<file path="config.mk">
export PLATFORM = sky130hd
export DESIGN_NAME = rx_mf_device_flat
export DESIGN_NICKNAME = d
export VERILOG_FILES = /design/src/core/rx_mf_pkg.sv /design/src/core/rx_mf_if.sv /design/src/core/rx_mf_device.sv /design/src/flat_wrapper.sv
export SDC_FILE = /design/constraint.sdc
export NUM_CORES = 1
export LEC_CHECK = 0
export BUFFER_PORTS_ARGS = -buffer_cell sky130_fd_sc_hd__buf_4
export CELL_PAD_IN_SITES_DETAIL_PLACEMENT = 0
export CELL_PAD_IN_SITES_GLOBAL_PLACEMENT = 1
export CORE_ASPECT_RATIO = 1.2
export CORE_MARGIN = 5
export CORE_UTILIZATION = 37
export CTS_CLUSTER_DIAMETER = 100
export DETAILED_ROUTE_END_ITERATION = 8
export PLACE_DENSITY_LB_ADDON = 0.1
export SYNTH_ARGS = -nofsm -noshare
export SYNTH_HDL_FRONTEND = slang
export SYNTH_SLANG_ARGS = --single-unit
</file>
<file path="constraint.sdc">
create_clock -name clk_i -period 6.65 [get_ports clk_i]
set_clock_uncertainty 0.2 [all_clocks]
set_input_delay 0.3325 -clock clk_i [delete_from_list [all_inputs] [get_ports clk_i]]
set_output_delay 0.3325 -clock clk_i [all_outputs]
set_load 0.005 [all_outputs]
</file>
<file path="src/core/rx_mf_pkg.sv">
package rx_mf_pkg;
   // ----------------------------------------
   // Device register map (index = offset)
   // ----------------------------------------
   localparam logic [7:0] REG_RX_TECH = 8'h22;
   localparam logic [7:0] REG_SIG_STRENGTH = 8'h30;
   localparam int GAIN_LSB = 15;
   localparam int GAIN_MSB = 16;
   localparam int THR_LSB = 0;
   localparam int THR_MSB = 6;
   localparam logic [31:0] RX_TECH_RST = 32'h0000_0000;
   localparam logic [31:0] SIG_STRENGTH_RST = 32'h0000_007F;
   // ----------------------------------------
   // Observation and capture constants
   // ----------------------------------------
   localparam logic [7:0] OBS_GROUP_HIGH = 8'h16;
   localparam logic [7:0] OBS_GROUP_LOW = 8'h15;
   localparam logic [7:0] OBS_TX_ENCODER = 8'h29;
   localparam int TX_ACTIVE_BIT = 4;
   localparam logic [1:0] CAPTURE_RATE_CODE = 2'h1;
   localparam logic [4:0] CAPTURE_SIZE_CODE = 5'h1F;
   localparam int CAPTURE_DELAY_US = 90;
   localparam int CLK_MHZ = 10;
   localparam int CAPTURE_DELAY_CYC = CAPTURE_DELAY_US * CLK_MHZ;
   localparam logic [3:0] AVG_LEN_LOG2 = 4'h2;
   // ----------------------------------------
   // Controller APB register map
   // ----------------------------------------
   localparam logic [11:0] APB_CTRL = 12'h000;
   localparam logic [11:0] APB_GAIN = 12'h004;
   localparam logic [11:0] APB_THR = 12'h008;
   localparam logic [11:0] APB_STATUS = 12'h00C;
   localparam logic [11:0] APB_MASK = 12'h010;
   localparam logic [11:0] APB_LAST = 12'h014;
   localparam logic [11:0] APB_CAPTURE = 12'h018;
   localparam int EV_START = 0;
   localparam int EV_CAPTURE = 1;
   localparam int EV_W = 2;
endpackage

</file>
<file path="src/core/rx_mf_if.sv">
`timescale 1ns/10ps
interface rx_mf_if;
   // Register port
   logic reg_wr;
   logic [7:0] reg_addr;
   logic [31:0] reg_wdata;
   logic [31:0] reg_rdata;
   // Lookup table overrides
   logic lut_gain_vld;
   logic [1:0] lut_gain;
   logic lut_thr_vld;
   logic [6:0] lut_thr;
   // Mode, trigger and observation
   logic psk_mode;
   logic tx_active;
   logic [7:0] obs_sel_high;
   logic [7:0] obs_sel_low;
   logic [7:0] obs_high;
   logic [7:0] obs_low;
   logic decoder_start;
   modport device (
      input reg_wr, reg_addr, reg_wdata, lut_gain_vld, lut_gain, lut_thr_vld, lut_thr,
      input psk_mode, obs_sel_high, obs_sel_low,
      output reg_rdata, tx_active, obs_high, obs_low, decoder_start
   );
   modport host (
      output reg_wr, reg_addr, reg_wdata, lut_gain_vld, lut_gain, lut_thr_vld, lut_thr,
      output psk_mode, obs_sel_high, obs_sel_low,
      input reg_rdata, tx_active, obs_high, obs_low, decoder_start
   );
endinterface

</file>
<file path="src/core/rx_mf_device.sv">
`timescale 1ns/10ps
module rx_mf_device (
   // Clock and reset
   input wire logic clk_i,
   input wire logic rst_i,
   // Sample stream
   input wire logic sample_vld_i,
   input wire logic signed [14:0] subcarrier_filter_out_i,
   input wire logic signed [14:0] phase_shift_filter_out_i,
   input wire logic receiver_serial_bit_i,
   input wire logic tx_active_i,
   // Decoder side
   output logic [14:0] sync_out_o,
   output logic sync_vld_o,
   // Link
   rx_mf_if.device lnk
);
   // ----------------------------------------
   // Registers and datapath state
   // ----------------------------------------
   logic [31:0] tech_q;
   logic [31:0] strength_q;
   logic signed [18:0] avg_acc_q;
   logic [1:0] avg_cnt_q;
   logic [14:0] sync_q;
   logic sync_vld_q;
   logic above_q;
   logic start_q;
   logic tx_q;
   // ----------------------------------------
   // Named wires
   // ----------------------------------------
   wire tech_hit;
   wire strength_hit;
   wire tech_wr;
   wire strength_wr;
   wire [1:0] gain_field;
   wire [6:0] thr_field;
   wire [1:0] gain_eff;
   wire [6:0] thr_eff;
   wire [14:0] thr_wide;
   wire signed [15:0] sub_term;
   wire signed [15:0] phase_term;
   wire signed [15:0] comb;
   wire signed [18:0] scaled;
   wire signed [18:0] part;
   wire signed [18:0] acc_d;
   wire [14:0] avg_mag;
   wire last_of_four;
   wire avg_done;
   wire exceed;
   wire above_d;
   wire start_d;
   wire obs_high_hit;
   wire obs_tx_hit;
   wire obs_low_hit;
   wire [7:0] sync_low_byte;
   wire [6:0] sync_high_bits;
   wire [7:0] tx_group;
   // ----------------------------------------
   // Helpers
   // ----------------------------------------
   // Accumulator magnitude, saturated to 15 bits
   function automatic logic [14:0] mag15(input logic signed [18:0] v);
      logic [18:0] a;
      a = v[18] ? 19'(-v) : 19'(v);
      return (a[18:15] != 4'h0) ? 15'h7FFF : a[14:0];
   endfunction
   // Register port address match
   function automatic logic hit(input logic [7:0] addr, input logic [7:0] target);
      return addr == target;
   endfunction
   // ----------------------------------------
   // Register port
   // ----------------------------------------
   assign tech_hit = hit(lnk.reg_addr, rx_mf_pkg::REG_RX_TECH);
   assign strength_hit = hit(lnk.reg_addr, rx_mf_pkg::REG_SIG_STRENGTH);
   assign tech_wr = lnk.reg_wr && tech_hit;
   assign strength_wr = lnk.reg_wr && strength_hit;
   always_ff @(posedge clk_i or posedge rst_i)
   begin
      if (rst_i)
         tech_q <= rx_mf_pkg::RX_TECH_RST;
      else if (tech_wr)
         tech_q <= lnk.reg_wdata;
   end
   always_ff @(posedge clk_i or posedge rst_i)
   begin
      if (rst_i)
         strength_q <= rx_mf_pkg::SIG_STRENGTH_RST;
      else if (strength_wr)
         strength_q <= {25'h0, lnk.reg_wdata[rx_mf_pkg::THR_MSB:rx_mf_pkg::THR_LSB]};
   end
   assign lnk.reg_rdata = tech_hit ? tech_q :
                          strength_hit ? strength_q : 32'h0;
   // ----------------------------------------
   // Gain, combine and averaging
   // ----------------------------------------
   assign gain_field = tech_q[rx_mf_pkg::GAIN_MSB:rx_mf_pkg::GAIN_LSB];
   assign thr_field = strength_q[rx_mf_pkg::THR_MSB:rx_mf_pkg::THR_LSB];
   assign gain_eff = lnk.lut_gain_vld ? lnk.lut_gain : gain_field;
   assign thr_eff = lnk.lut_thr_vld ? lnk.lut_thr : thr_field;
   assign sub_term = 16'(subcarrier_filter_out_i);
   // Second filter only feeds the sum in phase-shift mode
   assign phase_term = lnk.psk_mode ? 16'(phase_shift_filter_out_i) : 16'sh0;
   assign comb = sub_term + phase_term;
   assign scaled = 19'(comb) <<< gain_eff;
   // Sum of four quarters needs the full 19 bits at gain 3
   assign part = scaled >>> 2;
   assign acc_d = (avg_cnt_q == 2'h0) ? part : avg_acc_q + part;
   assign avg_mag = mag15(acc_d);
   assign last_of_four = avg_cnt_q == 2'h3;
   assign avg_done = sample_vld_i && last_of_four;
   always_ff @(posedge clk_i or posedge rst_i)
   begin
      if (rst_i)
      begin
         avg_acc_q <= 19'sh0;
         avg_cnt_q <= 2'h0;
      end
      else if (sample_vld_i)
      begin
         avg_acc_q <= acc_d;
         avg_cnt_q <= avg_cnt_q + 2'h1;
      end
   end
   always_ff @(posedge clk_i or posedge rst_i)
   begin
      if (rst_i)
      begin
         sync_q <= 15'h0;
         sync_vld_q <= 1'b0;
      end
      else
      begin
         sync_vld_q <= avg_done;
         if (avg_done)
            sync_q <= avg_mag;
      end
   end
   // ----------------------------------------
   // Signal detection
   // ----------------------------------------
   assign thr_wide = {8'h0, thr_eff};
   assign exceed = avg_mag > thr_wide;
   // Level held between averages, so start fires once per crossing
   assign above_d = avg_done ? exceed : above_q;
   assign start_d = avg_done && exceed && !above_q;
   always_ff @(posedge clk_i or posedge rst_i)
   begin
      if (rst_i)
      begin
         above_q <= 1'b0;
         start_q <= 1'b0;
      end
      else
      begin
         above_q <= above_d;
         start_q <= start_d;
      end
   end
   // ----------------------------------------
   // Transmitter activity
   // ----------------------------------------
   // Registered copy feeds the capture trigger
   always_ff @(posedge clk_i or posedge rst_i)
   begin
      if (rst_i)
         tx_q <= 1'b0;
      else
         tx_q <= tx_active_i;
   end
   assign tx_group = 8'(tx_q) << rx_mf_pkg::TX_ACTIVE_BIT;
   // ----------------------------------------
   // Observation groups
   // ----------------------------------------
   assign sync_low_byte = sync_q[7:0];
   assign sync_high_bits = sync_q[14:8];
   assign obs_high_hit = lnk.obs_sel_high == rx_mf_pkg::OBS_GROUP_HIGH;
   assign obs_tx_hit = lnk.obs_sel_high == rx_mf_pkg::OBS_TX_ENCODER;
   assign obs_low_hit = lnk.obs_sel_low == rx_mf_pkg::OBS_GROUP_LOW;
   assign sync_out_o = sync_q;
   assign sync_vld_o = sync_vld_q;
   assign lnk.decoder_start = start_q;
   assign lnk.tx_active = tx_q;
   assign lnk.obs_high = obs_high_hit ? sync_low_byte :
                         obs_tx_hit ? tx_group : 8'h0;
   // Serial data bit rides in the top position of the second group
   assign lnk.obs_low = obs_low_hit ? {receiver_serial_bit_i, sync_high_bits} : 8'h0;
endmodule // rx_mf_device

</file>
<file path="src/flat_wrapper.sv">
// flat-port wrapper written by rule: the top's interface ports become plain ports
module rx_mf_device_flat 
  (clk_i, rst_i, sample_vld_i, subcarrier_filter_out_i, phase_shift_filter_out_i, receiver_serial_bit_i, tx_active_i, sync_out_o, sync_vld_o, lnk_reg_wr, lnk_reg_addr, lnk_reg_wdata, lnk_lut_gain_vld, lnk_lut_gain, lnk_lut_thr_vld, lnk_lut_thr, lnk_psk_mode, lnk_obs_sel_high, lnk_obs_sel_low, lnk_reg_rdata, lnk_tx_active, lnk_obs_high, lnk_obs_low, lnk_decoder_start);
  rx_mf_if lnk_i ();
  input wire logic clk_i;
  input wire logic rst_i;
  input wire logic sample_vld_i;
  input wire logic signed [14:0] subcarrier_filter_out_i;
  input wire logic signed [14:0] phase_shift_filter_out_i;
  input wire logic receiver_serial_bit_i;
  input wire logic tx_active_i;
  output logic [14:0] sync_out_o;
  output logic sync_vld_o;
  input wire logic [$bits(lnk_i.reg_wr)-1:0] lnk_reg_wr;
  input wire logic [$bits(lnk_i.reg_addr)-1:0] lnk_reg_addr;
  input wire logic [$bits(lnk_i.reg_wdata)-1:0] lnk_reg_wdata;
  input wire logic [$bits(lnk_i.lut_gain_vld)-1:0] lnk_lut_gain_vld;
  input wire logic [$bits(lnk_i.lut_gain)-1:0] lnk_lut_gain;
  input wire logic [$bits(lnk_i.lut_thr_vld)-1:0] lnk_lut_thr_vld;
  input wire logic [$bits(lnk_i.lut_thr)-1:0] lnk_lut_thr;
  input wire logic [$bits(lnk_i.psk_mode)-1:0] lnk_psk_mode;
  input wire logic [$bits(lnk_i.obs_sel_high)-1:0] lnk_obs_sel_high;
  input wire logic [$bits(lnk_i.obs_sel_low)-1:0] lnk_obs_sel_low;
  output wire logic [$bits(lnk_i.reg_rdata)-1:0] lnk_reg_rdata;
  output wire logic [$bits(lnk_i.tx_active)-1:0] lnk_tx_active;
  output wire logic [$bits(lnk_i.obs_high)-1:0] lnk_obs_high;
  output wire logic [$bits(lnk_i.obs_low)-1:0] lnk_obs_low;
  output wire logic [$bits(lnk_i.decoder_start)-1:0] lnk_decoder_start;
  assign lnk_i.reg_wr = lnk_reg_wr;
  assign lnk_i.reg_addr = lnk_reg_addr;
  assign lnk_i.reg_wdata = lnk_reg_wdata;
  assign lnk_i.lut_gain_vld = lnk_lut_gain_vld;
  assign lnk_i.lut_gain = lnk_lut_gain;
  assign lnk_i.lut_thr_vld = lnk_lut_thr_vld;
  assign lnk_i.lut_thr = lnk_lut_thr;
  assign lnk_i.psk_mode = lnk_psk_mode;
  assign lnk_i.obs_sel_high = lnk_obs_sel_high;
  assign lnk_i.obs_sel_low = lnk_obs_sel_low;
  assign lnk_reg_rdata = lnk_i.reg_rdata;
  assign lnk_tx_active = lnk_i.tx_active;
  assign lnk_obs_high = lnk_i.obs_high;
  assign lnk_obs_low = lnk_i.obs_low;
  assign lnk_decoder_start = lnk_i.decoder_start;
  rx_mf_device u_core (.clk_i(clk_i), .rst_i(rst_i), .sample_vld_i(sample_vld_i), .subcarrier_filter_out_i(subcarrier_filter_out_i), .phase_shift_filter_out_i(phase_shift_filter_out_i), .receiver_serial_bit_i(receiver_serial_bit_i), .tx_active_i(tx_active_i), .sync_out_o(sync_out_o), .sync_vld_o(sync_vld_o), .lnk(lnk_i));
endmodule
</file>
# == Word level (Yosys, flattened, before mapping) ==
# Cells that the tools add are included.
# totals
register_bits,79
in_bits,104
wordCells,40
# op_classes
add_sub_neg,4
n_lt_le_gt_ge,1
n_eq_ne,6
shifts,1
n_mux,11
reduce_logical,8
# op_table
op,count
19-bit 2-to-1 mux,2
32-bit 2-to-1 mux,1
"8-bit by 6-bit equality test with 1-bit output, second input constant",3
19-bit by 17-bit adder with 19-bit output,1
19-bit negator,1
16-bit by 2-bit <<< shifter with 19-bit output,1
15-bit by 16-bit adder with 16-bit output,1
"8-bit by 5-bit equality test with 1-bit output, second input constant",2
16-bit 2-to-1 mux,1
8-bit 2-to-1 mux,2
15-bit by 7-bit greater-than comparator with 1-bit output,1
15-bit 2-to-1 mux,1
7-bit 2-to-1 mux,2
1-bit logical AND,5
5-bit 2-to-1 mux,1
4-bit nonzero test,1
"2-bit by 1-bit adder with 2-bit output, second input constant",1
"2-bit equality test, second input constant",1
2-bit logical NOT,1
2-bit 2-to-1 mux,1
1-bit logical NOT,1

# == Longest topological paths before layout ==
# logic_depth
word_depth,12
depth_mapped,38
mapped_depth_nobuf,35

# == Worst setup path after synthesis ==
# Ideal clock, no wire load.
# synth_timing
path_kind,in2reg
from,input lnk_psk_mode
to,register u_core.above_q
setup_time_ns,0.137
t_arrival_ns,7.332
required_time_ns,6.313
slack_ns,-1.019
path_stages,37
n_path_buf,3
cell_sequence,clkbuf_1 > and2_1 > ha_1 > inv_1 > fa_1 > nor2b_1 > o2111a_1 > o21ai_0 > a211oi_1 > o22ai_1 > a211oi_1 > ha_1 > clkbuf_1 > a21o_1 > a21oi_1 > nand2_1 > o311ai_0 > nor2_1 > nor3_1 > o21ai_0 > a2111oi_2 > mux2_2 > nor3_2 > buf_2 > nand2_1 > ha_1 > nor2b_1 > o21a_1 > o21a_1 > o21ai_0 > nand2b_1 > a21oi_1 > nor2b_1 > o22ai_1 > nand4_1 > nor4b_2 > a21oi_1
# synth_via
elab_chain_len,10
# synth_rtl
item,line,source
"start, declared",flat_wrapper.sv:21,input wire logic [$bits(lnk_i.psk_mode)-1:0] lnk_psk_mode;
16-bit 2-to-1 mux (*),rx_mf_device.sv:105,assign phase_term = lnk.psk_mode ? 16'(phase_shift_filter_out_i) : 16'sh0;
15-bit by 16-bit adder with 16-bit output (*),rx_mf_device.sv:106,assign comb = sub_term + phase_term;
16-bit by 2-bit <<< shifter with 19-bit output (*),rx_mf_device.sv:107,assign scaled = 19'(comb) <<< gain_eff;
19-bit by 17-bit adder with 19-bit output,rx_mf_device.sv:110,assign acc_d = (avg_cnt_q == 2'h0) ? part : avg_acc_q + part;
19-bit 2-to-1 mux (*),rx_mf_device.sv:110,
19-bit negator,rx_mf_device.sv:66,a = v[18] ? 19'(-v) : 19'(v);
19-bit 2-to-1 mux (*),rx_mf_device.sv:66,
4-bit nonzero test,rx_mf_device.sv:67,return (a[18:15] != 4'h0) ? 15'h7FFF : a[14:0];
15-bit 2-to-1 mux (*),rx_mf_device.sv:67,
net u_core.avg_mag[1],rx_mf_device.sv:48,wire [14:0] avg_mag;
15-bit by 7-bit greater-than comparator with 1-bit output (*),rx_mf_device.sv:145,assign exceed = avg_mag > thr_wide;
"end signal, assigned",rx_mf_device.sv:158,above_q <= above_d;
"end, declared",rx_mf_device.sv:27,logic above_q;
# The timed path passes the listed nets; every way through them passes the cells marked *.
# A chain may end at the register's enable or synchronous reset.

# == Final worst setup path ==
# Ends and elaborated chain as after synthesis.

==> run summary <==
CTS tree -> yes
Synth Warn # -> 0
worst skew pair latency -> 0.34 ns
via-per-instance ratio -> 5.24
GRT Overall Usage -> 21.4%
CP Buf/Inv Count -> 6
Routed WL per cell -> 16.6 um
Final Hold Viols -> 0
routed wl met2 -> 12400 um
Setup WS post-layout -> -0.0931 ns
VDD IR max -> 0.214 mV
Critical Path RT -> 6.63 ns
outcome -> complete, but fails checks
M1 wire length -> 9940 um
synthesized area -> 0.00704 mm2
hold path startpoint -> lnk_reg_wdata[14]
Max Fclk -> 0.148 GHz
Main synth FF type -> dfrtp_1
GP Congestion -> 0.886
Rows -> 55
global-route wire length before repair -> 38700 um
Port Buffers -> 169
hold_ws -> 0.0198 ns
Max stage delay on crit path -> 0.42 ns
top cell type's share of synthesized area -> 25.6%
Yosys top cell by area -> dfrtp_1
drt first pass iters -> 5
final wirelength -> 23900 um
total core area -> 0.0188 mm2
Commonest cells post-synth -> dfrtp_1 (72), a21oi_1 (68), nor2_1 (65)
Comb power frac -> 74.5%
Crit. Startpoint -> lnk_psk_mode
largest net degree at the start of global routing -> 72
Vias -> 7546
sequential-to-total area share from yosys stat -> 28.2%
clk slew on worst S/H paths -> 0.07 ns
Final setup viols -> 2
Die Height -> 161 um
nets -> 1328
critical path endpoint category -> flip-flop
fraction of registers with async set/reset -> 100%
crit-path max FO -> 5
antenna cells -> 0
fin crit period -> 6.74 ns
final slew viol count -> 0
Slew headroom -> 24.1%
r2r startpoint -> u_core.tech_q[15]
die span in x -> 136 um
initial antenna violation count -> 0
Syn Nets -> 963
max cap viols -> 0
Area growth, synth to finish -> 59.1%
CTS buffer count -> 9
root buf cell -> clkbuf_16
Crit path max-delay family -> compound AO/OA/AOI/OAI gates
1st-iter DRT viols -> 324
Antenna Nets Post-Route -> 0
sequential share of power -> 14.9%
HP Class -> in2reg
Slowest cell on crit path -> a2111oi_2
Initial Utilization -> 37.5%
uppermost layer routed -> met4
Ports -> 170
Leakage -> 5.22 nW
most repeated library cell on the critical path -> buf_4
Worst EP arrival -> 6.73 ns
Crit Path Category -> in2reg
DRC violations left -> 0
HPWL after detailed placement -> 18400 um
Final Cycle Share -> 101%
RSZ-0062 raised after global routing -> true
Gate Count Post-Synth -> 813
register bit count reported by yosys -> 79
met3 WL -> 1040 um
CP startpoint kind -> input pin
count leader, synth -> dfrtp_1
Mapped Avg Cell Area -> 8.66 um2
fraction of layout cells with a size suffix above 1 -> 49.5%
internal power -> 2.58 mW
failing checks -> negative setup slack
GRT overflow -> 0
Final Util -> 59.6%
die area -> 0.0219 mm2
number of synthesized flops with an enable pin -> 0
pwr dens -> 418 mW/mm2
Setup WS pre-CTS -> -0.661 ns
Synth area leaders -> dfrtp_1 (26%), mux2_2 (8.3%), ha_1 (7.8%)
CTS Sinks -> 79
# H-tree levels -> 3
clock power share -> 10.6%
worst slew pin tran -> 1.14 ns
NetSw -> 2.10 mW
Max Buffers Root-to-Sink -> 2
number of global-route vias before repair -> 7801
switching share of power -> 44.9%
Yosys cell types -> 79
total negative setup slack -> -0.124 ns
-- layer usage --
metal  up-vias  global-route usage [%]
li1       3774                       -
met1      3551                    26.0
met2       181                    39.2
met3        40                    2.90
met4         0                    5.64
met5         -                       0
-- cell families (layout without fill, tap and decap cells) --
group	Yosys count	in the layout	synth area share (%)
fa+ha+maj	46	46	8.39
buf+inv	62	432	3.55
mux	69	69	11.0
flops	79	79	28.2
compound gates	247	247	24.3
xor+xnor	28	28	3.48
simple gates	282	282	21.1
-- repair_timing --
| action | 4_1_cts | 5_1_grt |
|---|---|---|
| hold buffers | 2 | 0 |
| gates resized for setup | 78 | 46 |
| buffers inserted | 20 | 8 |
| pin swaps | 43 | 33 |
| cloned | 1 | 0 |
| setup endpoints to repair | 2 | 2 |
| endpoints found under the hold margin | 9 | 0 |
-- flip-flops by register name, indices dropped and copies added (netlist names) --
signal	flops
u_core.above_q	1
u_core.lnk.tx_active	1
u_core.avg_cnt_q	2
u_core.sync_out_o	15
u_core.strength_q	7
u_core.tech_q	32
u_core.lnk.decoder_start	1
u_core.avg_acc_q	19
u_core.sync_vld_o	1
-- layout by cell type, fill, tap and decap left out, types with 11 or more instances in the layout --
master,instances
mux2i_1,12
a31oi_1,19
ha_4,13
xnor2_1,16
and2_1,55
nor2_1,63
and3_1,11
o21ai_0,19
ha_1,30
nand2_1,50
buf_4,385
nor3_1,14
a21oi_2,14
mux2_2,50
nand3_1,14
a21oi_1,52
a21o_1,18
dfrtp_1,72
inv_1,20
-- worst paths after layout --
kind | cells after the start | endpoint | slack [ns]
worst max-delay path | 37 | u_core.above_q | -0.09
worst min-delay path | 2 | u_core.tech_q[14] | 0.02
worst max register to register | 30 | u_core.above_q | 0.23
worst min register to register | 1 | u_core.lnk.decoder_start | 0.23
max in group asynchronous | 4 | u_core.sync_out_o[12] | 4.86
min in group asynchronous | 3 | u_core.tech_q[19] | 0.24
-- cell type report --
class                      count  area [um2]
clock buffer                  10         239
inverter                      23        87.6
tap                          256         320
fill                        1731        7590
timing repair buffer         393        2980
clock inverter                 6        57.6
sequential                    79        1990
multi-input combinational    672        5530
-- metrics by stage --
stage	area [um2]	power, mW	instances
after CTS	10900	4.47	1431
after floorplan	7130	2.39	813
after detailed placement	9990	3.68	1392
after global placement	9990	3.69	1392
after global routing	11200	5.03	1439
final	11200	4.68	1439
-- power by group through the flow --
stage | Clock [mW] | Combinational, mW | Sequential (mW)
floorplan | 0 | 1.72 | 0.669
global placement | 0 | 2.99 | 0.694
detailed placement | 0 | 2.98 | 0.695
CTS | 0.505 | 3.27 | 0.694
global route | 0.524 | 3.80 | 0.713
finish | 0.496 | 3.49 | 0.696
No activity file was read; power rests on OpenSTA's default activity.
